[src/cxe_pkg.sv]
package cxe_pkg;

   // -------------------------------------------------------------
   // flag image layout
   // -------------------------------------------------------------
   localparam logic [15:0] FLAG_TF_MASK = 16'h0100;
   localparam logic [15:0] FLAG_TF_CLR  = 16'hFEFF;
   localparam logic [15:0] FLAG_IF_MASK = 16'h0200;
   localparam logic [15:0] FLAG_IF_CLR  = 16'hFDFF;
   localparam logic [15:0] FLAG_OF_MASK = 16'h0800;

   // -------------------------------------------------------------
   // values after reset
   // -------------------------------------------------------------
   localparam logic [15:0] RESET_FLAGS = 16'h0000;
   localparam logic [15:0] RESET_IP    = 16'h0000;
   localparam logic [15:0] RESET_CS    = 16'hFFFF;
   localparam logic [15:0] RESET_SEG   = 16'h0000;
   localparam logic [15:0] RESET_SP    = 16'h0000;
   localparam logic [19:0] RESET_FETCH = 20'hF_FFF0;

   // -------------------------------------------------------------
   // vector types, opcodes, stack and table geometry
   // -------------------------------------------------------------
   localparam logic [7:0]  TYPE_DIVERR    = 8'h00;
   localparam logic [7:0]  TYPE_STEP      = 8'h01;
   localparam logic [7:0]  TYPE_NMI       = 8'h02;
   localparam logic [7:0]  TYPE_BREAK     = 8'h03;
   localparam logic [7:0]  TYPE_OVERFLOW  = 8'h04;
   localparam logic [7:0]  OPC_BREAKPOINT = 8'hCC;
   localparam logic [15:0] STACK_STEP     = 16'h0002;
   localparam logic [19:0] VEC_ENTRY_SIZE = 20'h0_0004;
   localparam logic [1:0]  WORDS_LAST     = 2'h2;

   // -------------------------------------------------------------
   // wishbone register offsets (byte addresses)
   // -------------------------------------------------------------
   localparam logic [5:0] ADR_FLAGS  = 6'h00;
   localparam logic [5:0] ADR_CSIP   = 6'h04;
   localparam logic [5:0] ADR_DSES   = 6'h08;
   localparam logic [5:0] ADR_SSSP   = 6'h0C;
   localparam logic [5:0] ADR_STATUS = 6'h10;

   // -------------------------------------------------------------
   // types
   // -------------------------------------------------------------
   typedef enum logic [2:0] {
      K_PLAIN, K_STI, K_CLI, K_INTERRUPT_RETURN_INSTRUCTION, K_HLT, K_INTN, K_INTO, K_DIVERR
   } cxe_kind_e;

   typedef enum logic [5:0] {
      ST_RUN  = 6'b000001,
      ST_PUSH = 6'b000010,
      ST_VEC  = 6'b000100,
      ST_POP  = 6'b001000,
      ST_INTA = 6'b010000,
      ST_HALT = 6'b100000
   } cxe_state_e;

   typedef struct packed {
      logic        done;
      cxe_kind_e   kind;
      logic [7:0]  opcode;
      logic [7:0]  vtype;
      logic [15:0] next_ip;
   } cxe_instr_s;

   typedef struct packed {
      logic        req;
      logic        we;
      logic [19:0] addr;
      logic [15:0] wdata;
   } cxe_mem_req_s;

   typedef struct packed {
      logic        ack;
      logic [15:0] rdata;
   } cxe_mem_rsp_s;

   typedef struct packed {
      cxe_state_e  st;
      logic [15:0] flags;
      logic [15:0] cs;
      logic [15:0] ip;
      logic [15:0] ds;
      logic [15:0] ss;
      logic [15:0] es;
      logic [15:0] sp;
      logic [15:0] tmp;
      logic [7:0]  vtype;
      logic [1:0]  cnt;
      logic        step_after;
      logic        shadow;
      logic        nmi_pend;
      logic        nmi_prev;
      logic        flush;
      logic        inta;
      logic        mreq;
      logic        mwe;
      logic [19:0] maddr;
      logic [15:0] mwdata;
      logic [19:0] faddr;
      logic        ack;
      logic [31:0] rdat;
   } cxe_state_s;

   localparam cxe_state_s STATE_RESET = '{
      st: ST_RUN, flags: RESET_FLAGS, cs: RESET_CS, ip: RESET_IP,
      ds: RESET_SEG, ss: RESET_SEG, es: RESET_SEG, sp: RESET_SP,
      faddr: RESET_FETCH, flush: 1'b1, default: '0};

   // segment:offset to 20-bit physical address
   function automatic logic [19:0] phys(input logic [15:0] seg,
                                        input logic [15:0] off);
      return {seg, 4'h0} + {4'h0, off};
   endfunction

endpackage

[src/cxe_unit.sv]
`timescale 1ns/100ps
// Contract
// - entry pushes flags, cs, ip; clears tf, if
// - maskable blocked until instruction after sti
// - nmi accepted inside handlers, ignoring if
// - internal interrupts taken inside handlers too
// - return pops ip, cs, flags in order
// - tf set: type 1 after each instruction
// - step handler runs tf clear; return restores
// - tf only via flag image, masks 0100/feff
// - first trap after instruction following return
// - other interrupt vectored, then step trap
// - type 3 breakpoint from one-byte cc opcode
// - reset stops activity, initialises on release
// - reset values: flags, ip, segments, queue
// - first fetch from physical ffff0 after reset
// - reset leaves maskable interrupts disabled
// - halt stops until interrupt or reset
// - no outputs float while halted
// - bus hold granted while halted as usual
// - vector found at type times four
// - nmi uses fixed type 2, no acknowledge
// - internal interrupt other than single step beats pending external ones
module cxe_unit
   import cxe_pkg::*;
(
   input  wire logic         clk_i,
   input  wire logic         rst_i,
   input  wire logic         wb_cyc_i,
   input  wire logic         wb_stb_i,
   input  wire logic         wb_we_i,
   input  wire logic [5:0]   wb_adr_i,
   input  wire logic [3:0]   wb_sel_i,
   input  wire logic [31:0]  wb_dat_i,
   output      logic [31:0]  wb_dat_o,
   output      logic         wb_ack_o,
   input  wire cxe_instr_s   instr_i,
   output      logic         run_o,
   output      logic         queue_flush_o,
   output      logic [15:0]  fetch_cs_o,
   output      logic [15:0]  fetch_ip_o,
   output      logic [19:0]  fetch_addr_o,
   output      logic [15:0]  flags_o,
   output      cxe_mem_req_s mem_req_o,
   input  wire cxe_mem_rsp_s mem_rsp_i,
   input  wire logic         maskable_request_line_i,
   input  wire logic         nmi_i,
   output      logic         inta_o,
   input  wire logic         inta_ack_i,
   input  wire logic [7:0]   inta_type_i,
   input  wire logic         hold_i,
   output      logic         hlda_o,
   output      logic         halted_o
);

   // ----------------------------------------------------------------
   // state
   // ----------------------------------------------------------------
   cxe_state_s s_reg;
   cxe_state_s s_next;
   logic       nmi_rise;
   logic       nmi_any;
   logic       maskable_request_line_ok;

   // byte-lane merge for wishbone writes
   function automatic logic [31:0] merge(input logic [31:0] old_v,
                                         input logic [31:0] new_v,
                                         input logic [3:0]  sel);
      logic [31:0] r;
      r = old_v;
      for (int b = 0; b < 4; b++) begin
         if (sel[b]) begin
            r[8*b +: 8] = new_v[8*b +: 8];
         end
      end
      return r;
   endfunction

   // arm an interrupt entry; step_after remembers tf for a re-trap
   function automatic cxe_state_s start_entry(input cxe_state_s s,
                                              input logic [7:0] t);
      cxe_state_s r;
      r            = s;
      r.st         = ST_PUSH;
      r.cnt        = 2'h0;
      r.mreq       = 1'b0;
      r.vtype      = t;
      r.step_after = ((s.flags & FLAG_TF_MASK) != 16'h0000) &&
                     (t != TYPE_STEP);
      return r;
   endfunction

   // ----------------------------------------------------------------
   // next state
   // ----------------------------------------------------------------
   always_comb begin
      s_next          = s_reg;
      s_next.flush    = 1'b0;
      s_next.ack      = 1'b0;
      s_next.nmi_prev = nmi_i;
      nmi_rise        = nmi_i & ~s_reg.nmi_prev;
      nmi_any         = s_reg.nmi_pend | nmi_rise;
      // a new edge during the take survives
      s_next.nmi_pend = nmi_any;
      maskable_request_line_ok         = 1'b0;

      // register access first, so a same-cycle hardware update wins
      if (wb_cyc_i && wb_stb_i && !s_reg.ack) begin
         s_next.ack  = 1'b1;
         s_next.rdat = 32'h0000_0000;
         case (wb_adr_i)
            ADR_FLAGS: begin
               s_next.rdat = {16'h0000, s_reg.flags};
               if (wb_we_i) begin
                  // tf is changed only through this image
                  s_next.flags = 16'(merge({16'h0000, s_reg.flags}, wb_dat_i,
                                           {2'b00, wb_sel_i[1:0]}));
               end
            end
            ADR_CSIP: begin
               s_next.rdat = {s_reg.cs, s_reg.ip};
            end
            ADR_DSES: begin
               s_next.rdat = {s_reg.es, s_reg.ds};
               if (wb_we_i) begin
                  {s_next.es, s_next.ds} = merge({s_reg.es, s_reg.ds},
                                                 wb_dat_i, wb_sel_i);
               end
            end
            ADR_SSSP: begin
               s_next.rdat = {s_reg.ss, s_reg.sp};
               if (wb_we_i) begin
                  {s_next.ss, s_next.sp} = merge({s_reg.ss, s_reg.sp},
                                                 wb_dat_i, wb_sel_i);
               end
            end
            ADR_STATUS: begin
               s_next.rdat = {13'h0000, s_reg.nmi_pend, s_reg.shadow,
                              s_reg.step_after, s_reg.vtype, 2'b00,
                              s_reg.st};
            end
            default: begin
               s_next.rdat = 32'h0000_0000;
            end
         endcase
      end

      case (s_reg.st)
         // instruction boundary decisions
         ST_RUN: begin
            if (instr_i.done) begin
               s_next.ip     = instr_i.next_ip;
               s_next.shadow = (instr_i.kind == K_STI);
               if (instr_i.kind == K_STI) begin
                  s_next.flags = s_next.flags | FLAG_IF_MASK;
               end
               if (instr_i.kind == K_CLI) begin
                  s_next.flags = s_next.flags & FLAG_IF_CLR;
               end
               // held off at the sti boundary itself, open one later
               maskable_request_line_ok = maskable_request_line_i && !s_next.shadow &&
                         ((s_next.flags & FLAG_IF_MASK) != 16'h0000);
               // internal first, then nmi, maskable_request_line, single step
               if (instr_i.kind == K_INTERRUPT_RETURN_INSTRUCTION) begin
                  s_next.st   = ST_POP;
                  s_next.cnt  = 2'h0;
                  s_next.mreq = 1'b0;
               end else if (instr_i.kind == K_DIVERR) begin
                  s_next = start_entry(s_next, TYPE_DIVERR);
               end else if (instr_i.kind == K_INTN) begin
                  s_next = start_entry(s_next,
                     (instr_i.opcode == OPC_BREAKPOINT) ?
                     TYPE_BREAK : instr_i.vtype);
               end else if (instr_i.kind == K_INTO &&
                            (s_reg.flags & FLAG_OF_MASK) != 16'h0000) begin
                  s_next = start_entry(s_next, TYPE_OVERFLOW);
               end else if (instr_i.kind == K_HLT) begin
                  s_next.st = ST_HALT;
               end else if (nmi_any) begin
                  s_next          = start_entry(s_next, TYPE_NMI);
                  s_next.nmi_pend = s_reg.nmi_pend & nmi_rise;
               end else if (maskable_request_line_ok) begin
                  s_next.st   = ST_INTA;
                  s_next.inta = 1'b1;
               end else if ((s_reg.flags & FLAG_TF_MASK) != 16'h0000) begin
                  // tf set by a return is seen here only after the
                  // next instruction completes
                  s_next = start_entry(s_next, TYPE_STEP);
               end
            end
         end
         // push flags, cs, ip below ss:sp
         ST_PUSH: begin
            if (!s_reg.mreq) begin
               s_next.sp     = s_reg.sp - STACK_STEP;
               s_next.mreq   = 1'b1;
               s_next.mwe    = 1'b1;
               s_next.maddr  = phys(s_reg.ss, s_reg.sp - STACK_STEP);
               s_next.mwdata = (s_reg.cnt == 2'h0) ? s_reg.flags :
                               (s_reg.cnt == 2'h1) ? s_reg.cs : s_reg.ip;
            end else if (mem_rsp_i.ack) begin
               s_next.mreq = 1'b0;
               s_next.cnt  = s_reg.cnt + 2'h1;
               if (s_reg.cnt == WORDS_LAST) begin
                  s_next.st    = ST_VEC;
                  s_next.cnt   = 2'h0;
                  // handler runs unstepped, masked
                  s_next.flags = s_reg.flags & FLAG_TF_CLR &
                                 FLAG_IF_CLR;
               end
            end
         end
         // offset word then segment word of the table entry
         ST_VEC: begin
            if (!s_reg.mreq) begin
               s_next.mreq  = 1'b1;
               s_next.mwe   = 1'b0;
               s_next.maddr = 20'(s_reg.vtype) * VEC_ENTRY_SIZE +
                              {17'h0_0000, s_reg.cnt, 1'b0};
            end else if (mem_rsp_i.ack) begin
               s_next.mreq = 1'b0;
               if (s_reg.cnt == 2'h0) begin
                  s_next.tmp = mem_rsp_i.rdata;
                  s_next.cnt = 2'h1;
               end else begin
                  s_next.ip    = s_reg.tmp;
                  s_next.cs    = mem_rsp_i.rdata;
                  s_next.flush = 1'b1;
                  s_next.cnt   = 2'h0;
                  s_next.st    = ST_RUN;
                  // re-check before the handler's first instruction
                  if (nmi_any) begin
                     s_next          = start_entry(s_next, TYPE_NMI);
                     s_next.nmi_pend = s_reg.nmi_pend & nmi_rise;
                  end else if (s_reg.step_after) begin
                     s_next = start_entry(s_next, TYPE_STEP);
                  end
               end
            end
         end
         // pop ip, cs, flags from ss:sp
         ST_POP: begin
            if (!s_reg.mreq) begin
               s_next.mreq  = 1'b1;
               s_next.mwe   = 1'b0;
               s_next.maddr = phys(s_reg.ss, s_reg.sp);
            end else if (mem_rsp_i.ack) begin
               s_next.mreq = 1'b0;
               s_next.sp   = s_reg.sp + STACK_STEP;
               s_next.cnt  = s_reg.cnt + 2'h1;
               case (s_reg.cnt)
                  2'h0:    s_next.ip    = mem_rsp_i.rdata;
                  2'h1:    s_next.cs    = mem_rsp_i.rdata;
                  default: s_next.flags = mem_rsp_i.rdata;
               endcase
               if (s_reg.cnt == WORDS_LAST) begin
                  s_next.st     = ST_RUN;
                  s_next.cnt    = 2'h0;
                  s_next.flush  = 1'b1;
                  s_next.shadow = 1'b1;
               end
            end
         end
         // controller supplies the type; nmi never comes here
         ST_INTA: begin
            if (inta_ack_i) begin
               s_next.inta = 1'b0;
               s_next      = start_entry(s_next, inta_type_i);
            end
         end
         ST_HALT: begin
            if (nmi_any) begin
               s_next          = start_entry(s_next, TYPE_NMI);
               s_next.nmi_pend = s_reg.nmi_pend & nmi_rise;
            end else if (maskable_request_line_i &&
                         (s_reg.flags & FLAG_IF_MASK) != 16'h0000) begin
               s_next.st   = ST_INTA;
               s_next.inta = 1'b1;
            end
         end
         default: begin
            s_next.st = ST_RUN;
         end
      endcase
      s_next.faddr = phys(s_next.cs, s_next.ip);
   end

   // reset holds every field at its initial value while high
   always_ff @(posedge clk_i) begin
      if (rst_i) begin
         s_reg <= STATE_RESET;
      end else begin
         s_reg <= s_next;
      end
   end

   // ----------------------------------------------------------------
   // outputs
   // ----------------------------------------------------------------
   // every output stays driven, halted or not
   assign mem_req_o     = '{req: s_reg.mreq, we: s_reg.mwe,
                            addr: s_reg.maddr,
                            wdata: s_reg.mwdata};
   assign wb_dat_o      = s_reg.rdat;
   assign wb_ack_o      = s_reg.ack;
   assign fetch_cs_o    = s_reg.cs;
   assign fetch_ip_o    = s_reg.ip;
   assign fetch_addr_o  = s_reg.faddr;
   assign flags_o       = s_reg.flags;
   assign queue_flush_o = s_reg.flush;
   assign inta_o        = s_reg.inta;
   assign halted_o      = (s_reg.st == ST_HALT);
   assign run_o         = (s_reg.st == ST_RUN) && !rst_i && !hold_i;
   // hold only between sequences, never during acknowledge
   assign hlda_o        = hold_i && !s_reg.mreq && !rst_i &&
                          (s_reg.st == ST_RUN ||
                           s_reg.st == ST_HALT);

   // ----------------------------------------------------------------
   // assertions
   // ----------------------------------------------------------------
   property p_entry_clears;
      @(posedge clk_i) disable iff (rst_i)
      s_reg.st == ST_VEC |-> (s_reg.flags & (FLAG_TF_MASK | FLAG_IF_MASK))
                             == 16'h0000;
   endproperty
   a_entry_clears: assert property (p_entry_clears)
      else $error("handler entered with tf or if set");

   property p_sti_shadow;
      @(posedge clk_i) disable iff (rst_i)
      s_reg.st == ST_RUN && instr_i.done && instr_i.kind == K_STI
      |=> s_reg.st != ST_INTA;
   endproperty
   a_sti_shadow: assert property (p_sti_shadow)
      else $error("maskable taken right after sti");

   property p_halt_nmi;
      @(posedge clk_i) disable iff (rst_i)
      s_reg.st == ST_HALT && nmi_any
      |=> s_reg.st == ST_PUSH && s_reg.vtype == TYPE_NMI && !inta_o;
   endproperty
   a_halt_nmi: assert property (p_halt_nmi)
      else $error("nmi did not end halt with type 2");

   property p_ret_shadow;
      @(posedge clk_i) disable iff (rst_i)
      $past(s_reg.st) == ST_POP && s_reg.st == ST_RUN
      |-> s_reg.shadow && queue_flush_o;
   endproperty
   a_ret_shadow: assert property (p_ret_shadow)
      else $error("return did not flush and shadow");

   property p_reset_vals;
      @(posedge clk_i)
      $past(rst_i) |-> fetch_addr_o == RESET_FETCH && s_reg.cs == RESET_CS
                   && s_reg.ds == RESET_SEG && queue_flush_o;
   endproperty
   a_reset_vals: assert property (p_reset_vals)
      else $error("bad state after reset");

   property p_reset_if;
      @(posedge clk_i)
      $past(rst_i) |-> (flags_o & FLAG_IF_MASK) == 16'h0000 && !inta_o;
   endproperty
   a_reset_if: assert property (p_reset_if)
      else $error("maskable enabled after reset");

   property p_halt_stays;
      @(posedge clk_i) disable iff (rst_i)
      s_reg.st == ST_HALT && !nmi_any && !maskable_request_line_i
      |=> halted_o && !run_o;
   endproperty
   a_halt_stays: assert property (p_halt_stays)
      else $error("halt left without cause");

   property p_halt_hold;
      @(posedge clk_i) disable iff (rst_i)
      halted_o && hold_i |-> hlda_o;
   endproperty
   a_halt_hold: assert property (p_halt_hold)
      else $error("hold not granted in halt");

   property p_vec_addr;
      @(posedge clk_i) disable iff (rst_i)
      s_reg.st == ST_VEC && s_reg.mreq && s_reg.cnt == 2'h0
      |-> s_reg.maddr == {10'h000, s_reg.vtype, 2'b00} && !s_reg.mwe;
   endproperty
   a_vec_addr: assert property (p_vec_addr)
      else $error("vector address not type times four");

   property p_step_trap;
      @(posedge clk_i) disable iff (rst_i)
      s_reg.st == ST_RUN && instr_i.done && instr_i.kind == K_PLAIN &&
      (flags_o & FLAG_TF_MASK) != 16'h0000 && !nmi_any &&
      !maskable_request_line_i
      |=> s_reg.st == ST_PUSH && s_reg.vtype == TYPE_STEP;
   endproperty
   a_step_trap: assert property (p_step_trap)
      else $error("no single-step trap");

endmodule

[config.mk]
export PLATFORM = sky130hd
export DESIGN_NAME = cxe_unit
export DESIGN_NICKNAME = d
export VERILOG_FILES = /design/src/cxe_pkg.sv /design/src/cxe_unit.sv
export SDC_FILE = /design/constraint.sdc
export NUM_CORES = 1
export LEC_CHECK = 0
export ABC_AREA = 0
export BUFFER_PORTS_ARGS = -buffer_cell sky130_fd_sc_hd__buf_2
export CAP_MARGIN = 20
export CORE_MARGIN = 2
export CORE_UTILIZATION = 40
export DETAILED_ROUTE_END_ITERATION = 10
export SLEW_MARGIN = 25
export SYNTH_ARGS = -nofsm -noshare
export SYNTH_HDL_FRONTEND = slang
export SYNTH_SLANG_ARGS = --single-unit
[constraint.sdc]
create_clock -name clk_i -period 7.5 [get_ports clk_i]
set_input_delay 0.375 -clock clk_i [delete_from_list [all_inputs] [get_ports clk_i]]
set_output_delay 0.375 -clock clk_i [all_outputs]
set_load 0.05 [all_outputs]
==> out/qor.yml <==
synth-edff-count: 0
die_area_um2: 36500
die_h_um: 191
io_buffers: 255
drtIter0Drc: 1468
synth_top_family_by_area: "simple AND/OR/NAND/NOR gates"
clk-insertion-delay-late_ns: 0.55
h-tree-depth: 1
cts_made_buffers: 28
arrival_ns: 5.21
yosys.area.top_type: "dfxtp_1"
grtUsageTotal_pct: 28.6
ys.flop_type: "dfxtp_1"
ys_top_cells_by_area: "dfxtp_1, buf_4, mux2i_1"
pre_cts_slack_ns: 2.80
final_cell_mix: "buf_2, dfxtp_1, nor2_1"
cts_buffer_depth: 3
place_congestion: 0.937
largest_register_ffs: 100
syn-instance-count: 1774
hp-start: "nmi_i"
syn2layout_area_growth_pct: 10.8
worstPathMaxFanout: 17
clock_skew_ns: 0.0121
worst_pin_slew_ns: 0.986
r2r_slack_ns: 2.68
timing.fmax_ghz: 0.208
min-delay-path-class: "in2reg"
cp.required_ns: 7.90
drtAntennaViolNets: 0
layout_commonest_cell: "buf_2"
reg2reg_to: "fetch_addr_o[18]"
start_util_pct: 40.6
avgSynthCellArea_um2: 7.88
postPlaceCellArea_um2: 14600
path_clk_slew_ns: 0.06
synthArstFlopShare_pct: 0
holdPathEnd: "s_reg[93]"
critical_path_class: "reg2reg"
status: "complete, no violations"
grt_pass1_vias: 12400
cts_hold_buf: 0
root_buffer: "clkbuf_16"
end_kind: "flop"
finalHoldViolCount: 0
synthSimpleGateAreaFrac_pct: 21.4
min_period_ns: 4.82
n_fill_cell: 3545
finalNetCount: 1979
hold_depth: 2
synth-xor-area-share_pct: 2.63
leakagePower_uw: 0.00645
drtPass1Iterations: 8
cts_sinks: 237
vias: 13600
r2r_cells: 14
syn-num-nets: 1919
post_route_cells_drive_above_1_share_pct: 19.4
die_x_um: 191
grt_overflow: 0
synthMuxAreaShare_pct: 8.04
cts_tree: "yes"
antenna_found_initial: 2
startpoint_type: "flop"
wl_per_cell_um: 23.3
grt_start_max_net_pins: 76
core_area_um2: 34500
final_core_util_pct: 45.0
ys_warn_count: 0
ys_ff_latch: 237
synth-compound-area-share_pct: 20.0
antenna_cells: 0
ir_worst_vdd_v: 0.000158
fin_area_um2: 15500
grt_pass1_wl_um: 78900
fin_hold_ws_ns: 0.0445
cp_cell_sequence: "or4_1, or3b_1, nor2_2, a22o_1, a221o_1, ha_1, inv_1, fa_1, nor2b_1, o31a_1, o41ai_1, a311oi_1, and3_1, o21ai_0"
min_period_over_period_pct: 64.2
drv_slew: 0
syn_area_um2: 14000
rsz0062_at_grt: "no"
maxCapViolations: 0
tns_ns: 0
critPathSlowestCell: "nor2_2"
synthAdderAreaFrac_pct: 3.13
postCtsSetupRepairBufs: 0
cp-startpoint: "s_reg[235]"
cts-resized-gates: 0
place.detailed.hpwl_um: 40900
ys_types: 77
setup_viol: 0
rr_startpoint: "s_reg[235]"
cpPeakStageDelay_ns: 0.67
io_pins: 256
max_slew_margin_pct: 33.6
row_count: 68
yosysSeqAreaShare_pct: 33.9
finalWorstSetupSlack_ns: 2.68
yosys.area.top_type_share_pct: 33.9
p_per_area_nw_per_um2: 329
route.detailed.drc: 0
wl_um: 53800
viasPerCell: 5.90
[kinds of logic (layout without fill, tap and decap cells)]
logic type / Yosys count / count (layout)
multiplexers: 110 / 110
flip-flops: 237 / 237
AO/OA/AOI/OAI: 428 / 428
XOR/XNOR: 42 / 42
AND/OR/NAND/NOR: 658 / 658
buffers and inverters: 265 / 344
adder cells (fa/ha/maj): 34 / 34
[metrics by stage]
step / instances / total power, uW
6_report: 2308 / 5090
5_1_grt: 2308 / 5330
4_1_cts: 2308 / 5060
3_5_place_dp: 2259 / 3660
3_3_place_gp: 2259 / 3660
2_1_floorplan: 1774 / 3160
[critical path, delay by kind of cell (launching register included)]
kind | cells | cell delay (ns)
and+or+nand+nor | 5 | 2.30
AOI/OAI and AO/OA | 6 | 1.22
buffers and inverters | 1 | 0.07
DFF | 1 | 0.47
adders and majority gates | 2 | 0.58
[cells in the mapped netlist (6+ instances only)]
cell        n
o21ai_0    84
nor4_1     11
a221o_1    11
and3_1      8
buf_1       7
a21o_1     10
nor2b_1     7
a22o_1      9
a31oi_1     7
xor2_1     25
o211ai_1   12
o21a_1      6
nor2_1    227
nor3_1     58
mux2i_1    91
and2_1     18
mux2_2     19
nand2b_1   16
ha_1       31
dfxtp_1   237
inv_1      20
nand4_1    11
a211oi_1   46
o22ai_1     8
xnor2_1    17
a22oi_1    21
a222oi_1    7
nand3_1    45
a21oi_1   141
buf_4     138
buf_2       6
a221oi_1   22
nand2_1   210
clkbuf_1   94
[report_power, final]
part	switching, uW	internal (uW)	total, uW
clock network	562	830	1390
registers	200	1390	1590
logic	1410	701	2110
total	2170	2920	5090
[worst max-delay path by stage]
| stage | endpoint | slack, ns | depth (start not counted) |
|---|---|---|---|
| 2_1_floorplan | fetch_addr_o[18] | 3.65 | 16 |
| 3_3_place_gp | fetch_addr_o[18] | 2.89 | 13 |
| 3_5_place_dp | fetch_addr_o[18] | 2.80 | 14 |
| 4_1_cts | fetch_addr_o[18] | 2.77 | 14 |
| 5_1_grt | fetch_addr_o[18] | 2.43 | 14 |
| 6_report | fetch_addr_o[18] | 2.68 | 14 |
[per-layer routing]
layer | routed length (um) | track usage [%] | vias up
li1 | - | - | 6289
met1 | 23700 | 40.7 | 6498
met2 | 23400 | 44.0 | 732
met3 | 5260 | 5.27 | 94
met4 | 1430 | 8.02 | 2
met5 | 11 | 0 | -
[final cells by class]
type                       instances  area (um2)  area share, %
multi-input combinational       1272        7750           50.0
clock inverter                    11         144          0.929
tap                              455         569           3.67
timing repair buffer             275        1430           9.25
inverter                          20        75.1          0.485
sequential                       237        4740           30.6
clock buffer                      38         779           5.03
(Power assumes the default switching activity.)
